[src/design/lrcd_pkg.sv]
/*
  Constants and types for the remote command decoder: register offsets,
  command codes, run states, error codes and argument limits.
  Assumes a 32-bit Avalon-MM slave with byte addresses on a 6-bit bus.
*/
package lrcd_pkg;

  // Register byte offsets
  localparam logic [5:0] OFF_CMD     = 6'h00;
  localparam logic [5:0] OFF_ARG     = 6'h04;
  localparam logic [5:0] OFF_TEXT_LO = 6'h08;
  localparam logic [5:0] OFF_TEXT_HI = 6'h0c;
  localparam logic [5:0] OFF_REPLY0  = 6'h10;
  localparam logic [5:0] OFF_REPLY1  = 6'h14;
  localparam logic [5:0] OFF_CONFIG  = 6'h18;
  localparam logic [5:0] OFF_ERROR   = 6'h1c;

  // Argument limits
  localparam logic [15:0] PROG_MIN  = 16'h0001;
  localparam logic [15:0] PROG_MAX  = 16'h0010;
  localparam logic [15:0] STEP_MIN  = 16'h0001;
  localparam logic [15:0] STEP_MAX  = 16'h0400;
  localparam logic [15:0] SEQ_MAX   = 16'h0008;
  localparam logic [15:0] BYTE_MAX  = 16'h00ff;
  localparam logic [15:0] TERM_MAX  = 16'h0003;
  localparam logic [15:0] FLAG_MAX  = 16'h0001;
  localparam logic [4:0]  ADDR_ALL  = 5'h10;
  localparam logic [4:0]  ADDR_HOME = 5'h00;

  // Reset values
  localparam logic [4:0]  PROG_RST  = 5'h01;
  localparam logic [10:0] LAST_RST  = 11'h001;

  // Error codes
  localparam logic [7:0] ERR_NONE   = 8'h00;
  localparam logic [7:0] ERR_SYNTAX = 8'h01;
  localparam logic [7:0] ERR_ARG    = 8'h02;
  localparam logic [7:0] ERR_MODE   = 8'h0f;

  // Summary byte bit positions
  localparam int SUM_FAULT = 0;
  localparam int SUM_ERR   = 3;
  localparam int SUM_BUS   = 4;

  // Sequence kind codes as reported by the sequencer
  localparam logic [3:0] KIND_VOLTAGE = 4'h1;
  localparam logic [3:0] KIND_CURRENT = 4'h2;
  localparam logic [3:0] KIND_POWER   = 4'h5;
  localparam logic [3:0] KIND_FAST_I  = 4'hb;
  localparam logic [3:0] KIND_FAST_G  = 4'hc;

  typedef enum logic [1:0] {
    RS_STOPPED = 2'h1,
    RS_SEQUENCER_STATE_QUERY = 2'h2,
    RS_PAUSED  = 2'h3
  } lrcd_run_type;

  typedef enum logic [7:0] {
    OP_PROG_SEL   = 8'h01, OP_PROG_Q    = 8'h02, OP_LAST_STEP  = 8'h03,
    OP_ARM        = 8'h04, OP_RUN       = 8'h05, OP_PAUSE      = 8'h06,
    OP_STOP       = 8'h07, OP_STATE_Q   = 8'h08, OP_KIND_Q     = 8'h09,
    OP_MEM_LABEL  = 8'h0a, OP_PROG_LBL  = 8'h0b, OP_SRQ_EN     = 8'h0c,
    OP_SRQ_EN_Q   = 8'h0d, OP_FAULT_EN  = 8'h0e, OP_FAULT_EN_Q = 8'h0f,
    OP_SUMMARY_Q  = 8'h10, OP_ALARM_Q   = 8'h11, OP_LIVE_Q     = 8'h12,
    OP_IDENT_Q    = 8'h13, OP_TERM      = 8'h14, OP_TERM_Q     = 8'h15,
    OP_HEAD       = 8'h16, OP_HEAD_Q    = 8'h17, OP_ERR_Q      = 8'h18,
    OP_ALARM_RST  = 8'h19, OP_ROUTE     = 8'h1a, OP_ROUTE_Q    = 8'h1b,
    OP_ROUTE_HOME = 8'h1c, OP_LOCK      = 8'h1d
  } lrcd_op_type;

endpackage : lrcd_pkg

[src/design/lrcd_decoder.sv]
/*
  Remote command decoder for a programmable load: program select, sequence
  arm/run/pause/stop, run-state queries, labels, enable masks, status
  queries, reply format, error code, alarm reset, bus routing and lockout.
  Assumes one 50 MHz clock, an Avalon-MM master that holds each request
  until waitrequest is low, and a sequencer that reports step, loop, kind.
*/
// Contract
// - Store selected program 1..16 for later commands
// - Program query returns selected program
// - Last step 1..1024 stored for selected program
// - Arm enables run/pause/stop; pause halts, resumes
// - Run 1..8 starts that sequence
// - Stop halts sequence from any state
// - State query returns state, seq, prog, step, loop
// - Kind query returns sequence mode code
// - Memory label up to six characters, kept
// - Program label 1..16 with six-character comment
// - Service-request enable 0..255, queryable
// - Fault enable 0..255, queryable
// - Queries return summary, fault latch, live condition
// - Identity query returns model and revision
// - Terminator code 0..3 selectable and queryable
// - Header flag 0/1 selectable and queryable
// - Error query returns last error code
// - Reset command clears alarm state
// - Route 0..16 sets address; home forces 0
// - Address query returns 0 for broadcast
// - Lock command locks or releases front panel
// - Device clear returns bus address to 0
// - Error query clears summary error flag
// - Fault bits latch until fault query
`timescale 1ns/1ps

module lrcd_decoder #(
  parameter logic [15:0] MODEL_CODE    = 16'h0a5c, // Arbitrary value
  parameter logic [15:0] REVISION_CODE = 16'h0200  // Arbitrary value
) (
  input  wire logic              ref_clk,
  input  wire logic              rstn,
  input  wire logic [5:0]        avs_address,
  input  wire logic              avs_read,
  input  wire logic              avs_write,
  input  wire logic [31:0]       avs_writedata,
  input  wire logic [3:0]        avs_byteenable,
  output logic      [31:0]       avs_readdata,
  output logic                   avs_waitrequest,
  input  wire logic [7:0]        live_cond,
  input  wire logic              bus_srq,
  input  wire logic              seq_done,
  input  wire logic [3:0]        seq_kind,
  input  wire logic [4:0]        run_prog,
  input  wire logic [10:0]       run_step,
  input  wire logic [13:0]       run_loop,
  input  wire logic              dev_clear,
  output logic                   exec_mode,
  output logic [1:0]             run_state,
  output logic [3:0]             run_seq,
  output logic                   seq_start,
  output logic                   seq_stop,
  output logic [4:0]             sel_prog,
  output logic [10:0]            sel_last_step,
  output logic [47:0]            mem_label,
  output logic [15:0][47:0]      prog_labels,
  output logic [1:0]             term_code,
  output logic                   reply_head,
  output logic                   alarm_reset,
  output logic [4:0]             bus_addr,
  output logic                   panel_lock,
  output logic                   srq
);

  typedef struct packed {
    logic                 ack;
    logic [31:0]          rdata;
    logic [15:0]          arg;
    logic [47:0]          text;
    logic [7:0]           last_op;
    logic [31:0]          reply0;
    logic [31:0]          reply1;
    logic [4:0]           sel_prog;
    logic [15:0][10:0]    last_step;
    logic                 exec_mode;
    lrcd_pkg::lrcd_run_type run_state;
    logic [3:0]           run_seq;
    logic                 seq_start;
    logic                 seq_stop;
    logic [47:0]          mem_label;
    logic [15:0][47:0]    prog_label;
    logic [7:0]           srq_en;
    logic [7:0]           fault_en;
    logic [7:0]           fault_latch;
    logic                 err_flag;
    logic [7:0]           err_code;
    logic [1:0]           term;
    logic                 head;
    logic [4:0]           bus_addr;
    logic                 panel_lock;
    logic                 alarm_rst;
    logic                 srq;
  } lrcd_state_type;

  lrcd_state_type cur_ff;
  lrcd_state_type nxt_ff;

  logic                  req;
  logic                  acc;
  logic                  cmd_go;
  lrcd_pkg::lrcd_op_type cmd_op;
  logic [5:0]            reg_off;
  logic [7:0]            summary;

  // One wait state: the request is answered at the second edge it is held
  assign req             = avs_read | avs_write;
  assign acc             = req & cur_ff.ack;
  assign avs_waitrequest = req & ~cur_ff.ack;
  assign avs_readdata    = cur_ff.rdata;
  assign reg_off         = {avs_address[5:2], 2'h0};
  assign cmd_go          = avs_write & cur_ff.ack & (reg_off == lrcd_pkg::OFF_CMD) & avs_byteenable[0];
  assign cmd_op          = lrcd_pkg::lrcd_op_type'(avs_writedata[7:0]);

  // Summary byte; power-on and sequence-over bits read as zero here
  always_comb begin
    summary                     = 8'h00;
    summary[lrcd_pkg::SUM_FAULT] = |cur_ff.fault_latch;
    summary[lrcd_pkg::SUM_ERR]   = cur_ff.err_flag;
    summary[lrcd_pkg::SUM_BUS]   = bus_srq;
  end

  // Byte-lane merge for partial writes
  function automatic logic [31:0] lrcd_merge(input logic [31:0] old_v,
                                             input logic [31:0] new_v,
                                             input logic [3:0]  be);
    logic [31:0] res;
    res = old_v;
    for (int i = 0; i < 4; i++) begin
      if (be[i]) begin
        res[i*8 +: 8] = new_v[i*8 +: 8];
      end
    end
    return res;
  endfunction : lrcd_merge

  // Next-state logic: bus slave, command execution, latches
  always_comb begin
    logic        err_hit;
    logic [7:0]  err_val;
    logic [15:0] a;
    logic [31:0] w;
    err_hit = 1'b0;
    err_val = lrcd_pkg::ERR_NONE;
    a       = cur_ff.arg;
    w       = 32'h0000_0000;
    nxt_ff  = cur_ff;
    nxt_ff.seq_start = 1'b0;
    nxt_ff.seq_stop  = 1'b0;
    nxt_ff.alarm_rst = 1'b0;
    nxt_ff.ack       = req & ~cur_ff.ack;

    // Read data is captured at the first edge so it comes from a flop
    if (avs_read && !cur_ff.ack) begin
      unique case (reg_off)
        lrcd_pkg::OFF_CMD:     nxt_ff.rdata = {24'h000000, cur_ff.last_op};
        lrcd_pkg::OFF_ARG:     nxt_ff.rdata = {16'h0000, cur_ff.arg};
        lrcd_pkg::OFF_TEXT_LO: nxt_ff.rdata = cur_ff.text[31:0];
        lrcd_pkg::OFF_TEXT_HI: nxt_ff.rdata = {16'h0000, cur_ff.text[47:32]};
        lrcd_pkg::OFF_REPLY0:  nxt_ff.rdata = cur_ff.reply0;
        lrcd_pkg::OFF_REPLY1:  nxt_ff.rdata = cur_ff.reply1;
        lrcd_pkg::OFF_CONFIG:  nxt_ff.rdata = {15'h0000, cur_ff.run_state, cur_ff.bus_addr, cur_ff.panel_lock,
                                              cur_ff.head, cur_ff.term, cur_ff.exec_mode, cur_ff.sel_prog};
        lrcd_pkg::OFF_ERROR:   nxt_ff.rdata = {23'h000000, cur_ff.err_flag, cur_ff.err_code};
        default:               nxt_ff.rdata = 32'h0000_0000; // Unmapped reads as zero
      endcase
    end

    // A finished sequence drops back to stopped unless a command overrides
    if (seq_done && cur_ff.run_state != lrcd_pkg::RS_STOPPED) begin
      nxt_ff.run_state = lrcd_pkg::RS_STOPPED;
    end

    // Plain register writes; unmapped and read-only offsets ignore writes
    if (avs_write && cur_ff.ack) begin
      if (reg_off == lrcd_pkg::OFF_ARG) begin
        w = lrcd_merge({16'h0000, cur_ff.arg}, avs_writedata, avs_byteenable);
        nxt_ff.arg = w[15:0];
      end else if (reg_off == lrcd_pkg::OFF_TEXT_LO) begin
        nxt_ff.text[31:0] = lrcd_merge(cur_ff.text[31:0], avs_writedata, avs_byteenable);
      end else if (reg_off == lrcd_pkg::OFF_TEXT_HI) begin
        w = lrcd_merge({16'h0000, cur_ff.text[47:32]}, avs_writedata, avs_byteenable);
        nxt_ff.text[47:32] = w[15:0];
      end
    end

    // Command execution: argument and text are staged beforehand
    if (cmd_go) begin
      nxt_ff.last_op = avs_writedata[7:0];
      unique case (cmd_op)
        lrcd_pkg::OP_PROG_SEL: begin
          if (a >= lrcd_pkg::PROG_MIN && a <= lrcd_pkg::PROG_MAX) nxt_ff.sel_prog = a[4:0];
          else begin err_hit = 1'b1; err_val = lrcd_pkg::ERR_ARG; end
        end
        lrcd_pkg::OP_PROG_Q:     nxt_ff.reply0 = {27'h0000000, cur_ff.sel_prog};
        lrcd_pkg::OP_LAST_STEP: begin
          if (a >= lrcd_pkg::STEP_MIN && a <= lrcd_pkg::STEP_MAX)
            nxt_ff.last_step[4'(cur_ff.sel_prog - 5'h01)] = a[10:0];
          else begin err_hit = 1'b1; err_val = lrcd_pkg::ERR_ARG; end
        end
        lrcd_pkg::OP_ARM: begin
          if (a <= lrcd_pkg::FLAG_MAX) nxt_ff.exec_mode = a[0];
          else begin err_hit = 1'b1; err_val = lrcd_pkg::ERR_ARG; end
        end
        lrcd_pkg::OP_RUN: begin
          if (!cur_ff.exec_mode) begin err_hit = 1'b1; err_val = lrcd_pkg::ERR_MODE; end
          else if (a >= lrcd_pkg::PROG_MIN && a <= lrcd_pkg::SEQ_MAX) begin
            nxt_ff.run_state = lrcd_pkg::RS_SEQUENCER_STATE_QUERY;
            nxt_ff.run_seq   = a[3:0];
            nxt_ff.seq_start = 1'b1;
          end else begin err_hit = 1'b1; err_val = lrcd_pkg::ERR_ARG; end
        end
        lrcd_pkg::OP_PAUSE: begin
          if (!cur_ff.exec_mode) begin err_hit = 1'b1; err_val = lrcd_pkg::ERR_MODE; end
          else if (a > lrcd_pkg::FLAG_MAX) begin err_hit = 1'b1; err_val = lrcd_pkg::ERR_ARG; end
          else if (a[0] && cur_ff.run_state == lrcd_pkg::RS_SEQUENCER_STATE_QUERY) nxt_ff.run_state = lrcd_pkg::RS_PAUSED;
          else if (!a[0] && cur_ff.run_state == lrcd_pkg::RS_PAUSED) nxt_ff.run_state = lrcd_pkg::RS_SEQUENCER_STATE_QUERY;
        end
        lrcd_pkg::OP_STOP: begin
          if (!cur_ff.exec_mode) begin err_hit = 1'b1; err_val = lrcd_pkg::ERR_MODE; end
          else begin
            nxt_ff.run_state = lrcd_pkg::RS_STOPPED;
            nxt_ff.seq_stop  = 1'b1;
          end
        end
        lrcd_pkg::OP_STATE_Q: begin
          nxt_ff.reply0 = {11'h000, run_prog, 4'h0, cur_ff.run_seq, 6'h00, cur_ff.run_state};
          nxt_ff.reply1 = {2'h0, run_loop, 5'h00, run_step};
        end
        lrcd_pkg::OP_KIND_Q:     nxt_ff.reply0 = {28'h0000000, seq_kind};
        lrcd_pkg::OP_MEM_LABEL:  nxt_ff.mem_label = cur_ff.text;
        lrcd_pkg::OP_PROG_LBL: begin
          if (a >= lrcd_pkg::PROG_MIN && a <= lrcd_pkg::PROG_MAX)
            nxt_ff.prog_label[4'(a[4:0] - 5'h01)] = cur_ff.text;
          else begin err_hit = 1'b1; err_val = lrcd_pkg::ERR_ARG; end
        end
        lrcd_pkg::OP_SRQ_EN: begin
          if (a <= lrcd_pkg::BYTE_MAX) nxt_ff.srq_en = a[7:0];
          else begin err_hit = 1'b1; err_val = lrcd_pkg::ERR_ARG; end
        end
        lrcd_pkg::OP_SRQ_EN_Q:   nxt_ff.reply0 = {24'h000000, cur_ff.srq_en};
        lrcd_pkg::OP_FAULT_EN: begin
          if (a <= lrcd_pkg::BYTE_MAX) nxt_ff.fault_en = a[7:0];
          else begin err_hit = 1'b1; err_val = lrcd_pkg::ERR_ARG; end
        end
        lrcd_pkg::OP_FAULT_EN_Q: nxt_ff.reply0 = {24'h000000, cur_ff.fault_en};
        lrcd_pkg::OP_SUMMARY_Q:  nxt_ff.reply0 = {24'h000000, summary};
        lrcd_pkg::OP_ALARM_Q: begin
          nxt_ff.reply0      = {24'h000000, cur_ff.fault_latch};
          nxt_ff.fault_latch = 8'h00;
        end
        lrcd_pkg::OP_LIVE_Q:     nxt_ff.reply0 = {24'h000000, live_cond};
        lrcd_pkg::OP_IDENT_Q:    nxt_ff.reply0 = {MODEL_CODE, REVISION_CODE};
        lrcd_pkg::OP_TERM: begin
          if (a <= lrcd_pkg::TERM_MAX) nxt_ff.term = a[1:0];
          else begin err_hit = 1'b1; err_val = lrcd_pkg::ERR_ARG; end
        end
        lrcd_pkg::OP_TERM_Q:     nxt_ff.reply0 = {30'h00000000, cur_ff.term};
        lrcd_pkg::OP_HEAD: begin
          if (a <= lrcd_pkg::FLAG_MAX) nxt_ff.head = a[0];
          else begin err_hit = 1'b1; err_val = lrcd_pkg::ERR_ARG; end
        end
        lrcd_pkg::OP_HEAD_Q:     nxt_ff.reply0 = {31'h00000000, cur_ff.head};
        lrcd_pkg::OP_ERR_Q: begin
          nxt_ff.reply0   = {24'h000000, cur_ff.err_code};
          nxt_ff.err_flag = 1'b0;
        end
        lrcd_pkg::OP_ALARM_RST:  nxt_ff.alarm_rst = 1'b1;
        lrcd_pkg::OP_ROUTE: begin
          if (a <= 16'(lrcd_pkg::ADDR_ALL)) nxt_ff.bus_addr = a[4:0];
          else begin err_hit = 1'b1; err_val = lrcd_pkg::ERR_ARG; end
        end
        lrcd_pkg::OP_ROUTE_Q: begin
          if (cur_ff.bus_addr == lrcd_pkg::ADDR_ALL) nxt_ff.reply0 = 32'h0000_0000;
          else nxt_ff.reply0 = {27'h0000000, cur_ff.bus_addr};
        end
        lrcd_pkg::OP_ROUTE_HOME: nxt_ff.bus_addr = lrcd_pkg::ADDR_HOME;
        lrcd_pkg::OP_LOCK: begin
          if (a <= lrcd_pkg::FLAG_MAX) nxt_ff.panel_lock = a[0];
          else begin err_hit = 1'b1; err_val = lrcd_pkg::ERR_ARG; end
        end
        default: begin
          err_hit = 1'b1;
          err_val = lrcd_pkg::ERR_SYNTAX;
        end
      endcase
    end

    // Device clear wins over any route command in the same cycle
    if (dev_clear) nxt_ff.bus_addr = lrcd_pkg::ADDR_HOME;

    // Enabled live faults set latch bits; a set beats the query's clear
    nxt_ff.fault_latch = nxt_ff.fault_latch | (live_cond & cur_ff.fault_en);

    // Errors record last; the error query itself never raises one
    if (err_hit) begin
      nxt_ff.err_flag = 1'b1;
      nxt_ff.err_code = err_val;
    end

    // Service request from enabled summary bits, one cycle behind
    nxt_ff.srq = |(summary & cur_ff.srq_en);
  end

  // State register
  always_ff @(posedge ref_clk or negedge rstn) begin
    if (!rstn) begin
      cur_ff           <= '0;
      cur_ff.sel_prog  <= lrcd_pkg::PROG_RST;
      cur_ff.last_step <= {16{lrcd_pkg::LAST_RST}};
      cur_ff.run_state <= lrcd_pkg::RS_STOPPED;
    end else begin
      cur_ff <= nxt_ff;
    end
  end

  // Outputs straight from the state flops; sel_last_step goes through a mux on sel_prog
  assign exec_mode     = cur_ff.exec_mode;
  assign run_state     = cur_ff.run_state;
  assign run_seq       = cur_ff.run_seq;
  assign seq_start     = cur_ff.seq_start;
  assign seq_stop      = cur_ff.seq_stop;
  assign sel_prog      = cur_ff.sel_prog;
  assign sel_last_step = cur_ff.last_step[4'(cur_ff.sel_prog - 5'h01)];
  assign mem_label     = cur_ff.mem_label;
  assign prog_labels   = cur_ff.prog_label;
  assign term_code     = cur_ff.term;
  assign reply_head    = cur_ff.head;
  assign alarm_reset   = cur_ff.alarm_rst;
  assign bus_addr      = cur_ff.bus_addr;
  assign panel_lock    = cur_ff.panel_lock;
  assign srq           = cur_ff.srq;
endmodule : lrcd_decoder

[config.mk]
export PLATFORM = sky130hd
export DESIGN_NAME = lrcd_decoder
export DESIGN_NICKNAME = d
export VERILOG_FILES = /design/src/design/lrcd_pkg.sv /design/src/design/lrcd_decoder.sv
export SDC_FILE = /design/constraint.sdc
export NUM_CORES = 1
export LEC_CHECK = 0
export ABC_AREA = 1
export BUFFER_PORTS_ARGS = -buffer_cell sky130_fd_sc_hd__buf_2
export CORE_MARGIN = 1
export CORE_UTILIZATION = 34
export CTS_BUF_LIST = sky130_fd_sc_hd__clkbuf_16
export CTS_CLUSTER_SIZE = 10
export DETAILED_ROUTE_END_ITERATION = 8
export SYNTH_ARGS = -nofsm -noshare
export SYNTH_HDL_FRONTEND = slang
export SYNTH_SLANG_ARGS = --single-unit
[constraint.sdc]
create_clock -name ref_clk -period 2.8 [get_ports ref_clk]
set_input_delay 0 -clock ref_clk [delete_from_list [all_inputs] [get_ports ref_clk]]
set_output_delay 0 -clock ref_clk [all_outputs]
set_load 0.02 [all_outputs]
==> results.toml, run 1 <==
[synthesis]
synth_edf_count = 0
synth_ff_type = "dfrtp_1"
yosysMostFrequentCell = "nand2_1"
yosysTopAreaCellShare = 0.548
synth-seq-cells = 1193
async_flop_share = 1.00
synthTopCellsByArea = "dfrtp_1, buf_4, nand2_1"
synth_fp_nets = 5988
syn-cell-area_um2 = 53600
synth_top_area_cell = "dfrtp_1"
synth_cells = 5892
avgSynthCellArea_um2 = 9.10
synth_seq_area_share = 0.557
ys_warn_count = 0
yosysUniqueCellTypes = 47
synth_common_cells = "nand2_1, dfrtp_1, buf_4, o21ai_0, o21ai_1"

[grt]
antenna_found_initial = 30
grt_max_degree = 110
grt_pass1_vias = 38900
track_usage = 0.253
overflow = 0
grt_pass1_wl_um = 289000

[clock_tree]
htreeDepth = 4
path_clk_slew_ns = 0.06
clock_sinks = 1193
clock_path_buffers = 3
clock-root-buffer = "clkbuf_16"
cts_tree = "yes"
cts_made_buffers = 142
clk_latency_ns = 0.80

[final_layout]
layout-drive-gt1-share = 0.242
nets = 6245
seq_area_um2 = 29900
multiInputGateArea_um2 = 14900
utilization = 0.391
area_growth_pct = 14.0
nFillCells = 15800

[sta]
skew_ns = 0.0519
slew_headroom = 0.358
max_freq_ghz = 0.356
rsz0062_at_grt = "yes"
min_period_ns = 2.81
slew_violations = 0
finalCritPeriodShare = 1.00
hold_viol_final = 0
setup_viol = 1
fin_ws_ns = -0.00867
tightest_slew_ns = 0.963

[job]
drv_cap = 0

[worst_setup_path]
startpoint_type = "flip-flop"
required_ns = 2.80
r2r-start = "cur_ff[1218]"
worst_ep_arrival_time_ns = 2.81
critPathLaunch = "sel_prog[0]"
cp_max_fo = 5
path_class = "reg2out"
end_kind = "primary output"

[floorplan]
die_x_um = 399
rows = 145
die_area_um2 = 159000
io_pins = 976
core_um2 = 156000
start_util = 0.343
die_h_um = 399

[pwr]
pwr-share-comb = 0.092
power_switching_mw = 10.4
swShare = 0.275
power.leakage_nw = 31.8
seqPwrFrac = 0.465
ir_worst_vdd_v = 0.000576
p_total_mw = 37.9
intPower_mw = 27.5
power_frac_clock = 0.443
p_per_area_nw_per_um2 = 620

[placement]
globalplace.congestion = 0.928
numPortBuffers = 973
place_hpwl_um = 144000

[routing]
drt-wirelength-per-cell_um = 25.3
drtAntennaViolNets = 0
drt_first_pass_iters = 6
vias = 42000
drt_iter0_markers = 4169
viasPerCell = 5.08
wirelength_um = 209000
drcViolationCount = 0

[worst_hold_path]
worst_hold_path_type = "in2reg"
hold_start = "run_step[8]"

[run_status]
violations = "negative setup slack"
outcome = "finished with violations"
power by group through the flow:
stage,logic (mW),clock network (mW),registers [mW]
after floorplan,1.09,0,17.9
final,3.50,16.8,17.6
after global placement,3.33,0,17.9
after detailed placement,3.34,0,17.9
after CTS,3.54,17.1,17.6
after global routing,3.68,17.7,17.6
cell usage in the layout, fill, tap and decap left out, types with 4 or more instances in the layout:
master	n
o221ai_1	4
nand3_1	46
nor2_4	11
a221oi_1	9
nand3_2	8
inv_1	261
buf_16	4
nand2_1	1476
dfrtp_1	1175
nor2_2	14
diode_2	13
buf_2	961
clkbuf_16	146
buf_4	155
dlygate4sd3_1	152
o21ai_0	636
nand2_2	5
buf_6	12
a21oi_2	25
dfstp_2	18
clkinv_1	19
clkinv_8	4
inv_2	27
nor2_1	126
buf_12	40
o21ai_1	590
a21oi_1	127
nand2_4	8
nand4_4	4
o31ai_1	4
o22ai_1	36
mux2_2	13
nand3_4	9
clkinv_16	5
nor3_1	9
nand4_1	14
repair_timing:
item / CTS / global route
hold endpoints to repair: 1173 / 0
hold buffers: 153 / 0
gates resized for setup: 75 / 44
setup buffers: 9 / 1
setup endpoints to repair: 11 / 11
pin swaps: 17 / 26
cloned: 4 / 2
worst paths after layout:
path,to,slack [ns],cells past startpoint
max in group asynchronous,run_state[0],1.48,5
hold / removal,cur_ff[1058],0.07,4
setup / recovery,sel_last_step[4],-0.009,10
hold reg to reg,cur_ff[1099],0.47,2
setup reg to reg,prog_labels[100],0.33,10
min in group asynchronous,avs_readdata[29],0.53,4
area by class of cell:
cell class / count / area share
multi-input combinational: 3203 / 0.243
sequential: 1193 / 0.489
antenna: 13 / 0.000532
timing repair buffer: 1329 / 0.142
tap: 2058 / 0.0421
clock inverter: 52 / 0.00753
timing repair inverter: 1 / 0.000102
inverter: 279 / 0.0177
clock buffer: 144 / 0.0589
worst max-delay path: stages, from the launching register on:
cell and delay, ns:
dfstp_2 0.55, inv_4 0.06, ha_4 0.33, clkinv_8 0.11
clkbuf_16 0.17, a21oi_1 0.17, o21ai_0 0.16, a21oi_2 0.18
nor2_2 0.07, nand3_2 0.10, buf_6 0.13
cells by family after synthesis:
| group | after synthesis | synth area share |
|---|---|---|
| AO/OA/AOI/OAI | 1446 | 0.138 |
| buffers and inverters | 1496 | 0.173 |
| flip-flops | 1193 | 0.557 |
| multiplexers | 13 | 0.00273 |
| adder cells (fa/ha/maj) | 5 | 0.00117 |
| AND/OR/NAND/NOR | 1737 | 0.128 |
| XOR/XNOR | 2 | 0.000327 |
per-stage QoR:
| stage | cells | area, um^2 | hold slack (ns) | TNS [ns] | worst slack (ns) |
|---|---|---|---|---|---|
| finish | 8272 | 61100 | 0.0727 | -0.00867 | -0.00867 |
| global route | 8262 | 61100 | 0.0659 | -0.428 | -0.0921 |
| CTS | 8256 | 60900 | 0.000160 | -0.0260 | -0.0130 |
| detailed placement | 7894 | 54900 | 0.0172 | 0 | 0.354 |
| global placement | 7894 | 54900 | 0.0141 | 0 | 0.372 |
| floorplan | 5892 | 53600 | -0.296 | 0 | 0.299 |
metal layers:
metal / GRT usage / wire [um]
met1: 0.322 / 83500
met2: 0.410 / 98300
met3: 0.0624 / 17800
met4: 0.105 / 9640
met5: 0 / 63
registers in the layout (all words and copies together) (netlist names):
register and flops:
prog_labels 768, cur_ff 320, mem_label 48, avs_readdata 32
bus_addr 5, sel_prog 5, run_seq 4, run_state 2
term_code 2, alarm_reset 1, exec_mode 1, panel_lock 1
reply_head 1, seq_start 1, seq_stop 1, srq 1
Note: power is estimated with default switching activity, not from simulation.
==> run 2, diff against run 1 <==
==> constraint.sdc (replaced) <==
create_clock -name ref_clk -period 2.8 [get_ports ref_clk]
set_input_delay 0.14 -clock ref_clk [delete_from_list [all_inputs] [get_ports ref_clk]]
set_output_delay 0.14 -clock ref_clk [all_outputs]
set_load 0.02 [all_outputs]
==> run 2 against run 1 <==
Sequential power about the same. Count of clock-buffer cells in the layout unchanged. Worst hold slack better by 0.0052 ns. Routed wire length down 1.2%. Largest cell class unchanged. Critical path type unchanged. The run still ends with negative setup slack left. Maximum frequency down 3.7%. Via count down 1.7%.
==> results.toml, run 2 (synthesis gave the netlist of run 1 again) <==
[run_status]
outcome = "finished with violations"
violations = "negative setup slack"

[worst_setup_path]
startpoint_type = "flip-flop"
slowest_stage = "dfstp_2"
path_class = "reg2out"
r2r-start = "cur_ff[1171]"
required_ns = 2.66
slowest_delay_ns = 0.55
reg2regPathDepth = 12
r2r_slack_ns = 0.22
crit_chain = "inv_4, ha_4, clkinv_8, buf_12, a21oi_1, o21ai_1, a21oi_2, nor2_1, nand2_2, buf_6"
end_kind = "primary output"
cp_max_fo = 11
critPathLaunch = "sel_prog[0]"
worst_ep_arrival_time_ns = 2.78
crit_end = "sel_last_step[9]"
r2r-end = "prog_labels[713]"

[placement]
globalplace.congestion = 0.933
place_hpwl_um = 145000
dpl.cell_count = 7905
numPortBuffers = 973

[sta]
skew_ns = 0.0622
timing.hold.ws_ns = 0.0779
tightest_slew_ns = 1.08
fin_ws_ns = -0.117
max_freq_ghz = 0.343
slew_violations = 0
finalCritPeriodShare = 1.04
slew_headroom = 0.274
hold_viol_final = 0
rsz0062_at_grt = "yes"
setup_viol = 11
min_period_ns = 2.92

[routing]
drtAntennaViolNets = 0
drt_first_pass_iters = 6
drt_iter0_markers = 4273
drcViolationCount = 0
wirelength_um = 207000
vias = 41300
viasPerCell = 5.02
drt-wirelength-per-cell_um = 25.2

[clock_tree]
clk_latency_ns = 0.81
cts_made_buffers = 142
clock_path_buffers = 3
path_clk_slew_ns = 0.07
clock_sinks = 1193
cts_tree = "yes"
htreeDepth = 4
clock-root-buffer = "clkbuf_16"

[final_layout]
final_common_cell = "nand2_1"
layout.cells.non_filler = 8212
layout-drive-gt1-share = 0.245
layout_common_cells = "nand2_1, dfrtp_1, buf_2"
nFillCells = 15600
area_growth_pct = 13.1
largest_reg_flops = 768
seq_area_um2 = 29900
multiInputGateArea_um2 = 14800
nets = 6194

[floorplan]
die_h_um = 399
core_um2 = 156000
die_area_um2 = 159000
io_pins = 976
start_util = 0.343
rows = 145
die_x_um = 399

[pwr]
ir_worst_vdd_v = 0.000585
pwr-share-comb = 0.090
intPower_mw = 27.6
power.leakage_nw = 31.6
power_switching_mw = 10.4
p_total_mw = 38.0
swShare = 0.275
power_frac_clock = 0.446
p_per_area_nw_per_um2 = 626
seqPwrFrac = 0.464

[grt]
track_usage = 0.252
grt_max_degree = 115
grt_pass1_vias = 38500
overflow = 0
grt_pass1_wl_um = 289000
antenna_found_initial = 22

[worst_hold_path]
worst_hold_path_type = "in2reg"

[job]
drv_cap = 0
==> run 2: cell types whose count changed in the layout (fill, tap and decap cells not counted), sizes merged <==
cell,previous run,this run
clkbuf,147,144
buf,1173,1180
diode,13,9
bufbuf,1,2
clkinv,32,35
inv,298,288
bufinv,1,2
dlygate4sd3,152,97
==> run 2: layout make-up <==
| cell class | instances | area share |
|---|---|---|
| Sequential cell | 1193 | 0.493 |
| Timing Repair Buffer | 1279 | 0.135 |
| Inverter | 279 | 0.0178 |
| Antenna cell | 9 | 0.000371 |
| Multi-Input combinational cell | 3203 | 0.244 |
| Tap cell | 2058 | 0.0425 |
| Clock buffer | 144 | 0.0594 |
| Clock inverter | 47 | 0.00875 |
==> run 2: worst min-delay path by stage <==
stage	startpoint	end	depth (start not counted)	slack (ns)
final	avs_byteenable[2]	cur_ff[1140]	4	0.08
after global routing	avs_byteenable[2]	cur_ff[1140]	4	0.06
after CTS	avs_byteenable[2]	cur_ff[1140]	4	0.008
after detailed placement	rstn	prog_labels[421]	1	0.17
after global placement	rstn	prog_labels[186]	1	0.16
after floorplan	rstn	alarm_reset	0	-0.16
==> run 2: critical path: cells and delay by family, from the launching register on <==
family,cells,cell delay (ns)
DFF,1,0.55
buffers and inverters,4,0.47
AOI/OAI and AO/OA,3,0.41
adders and majority gates,1,0.35
and+or+nand+nor,2,0.20
==> run 2: routing by layer <==
| layer | GRT usage | up-vias | part of all wire |
|---|---|---|---|
| li1 | - | 18600 | - |
| met1 | 0.329 | 20400 | 0.41 |
| met2 | 0.405 | 1874 | 0.47 |
| met3 | 0.0536 | 411 | 0.079 |
| met4 | 0.107 | 6 | 0.046 |
| met5 | 0 | - | 0.00015 |
==> run 2: what timing repair did <==
action                                 in CTS  in global routing
buffers inserted                            4                  1
gates resized for setup                   104                 21
hold buffers                               98                  0
cloned                                      5                  0
pin swaps                                  21                 17
endpoints found under the hold margin     774                  0
setup endpoints to repair                  11                 13
==> run 2: metrics by stage <==
step,cell area [um^2],TNS (ns),setup slack [ns],utilization
3_5_place_dp,55000,0,0.238,0.351
3_3_place_gp,55000,0,0.316,0.351
2_1_floorplan,53600,0,0.213,-
4_1_cts,60600,-1.69,-0.169,0.388
6_report,60600,-0.914,-0.117,0.388
5_1_grt,60600,-2.07,-0.193,0.388
==> run 2: power by group through the flow <==
stage | Sequential, mW | Combinational [mW] | Clock [mW]
finish | 17.6 | 3.43 | 16.9
floorplan | 17.9 | 1.09 | 0
global route | 17.6 | 3.60 | 17.8
global placement | 17.9 | 3.31 | 0
detailed placement | 17.9 | 3.34 | 0
CTS | 17.6 | 3.48 | 17.2
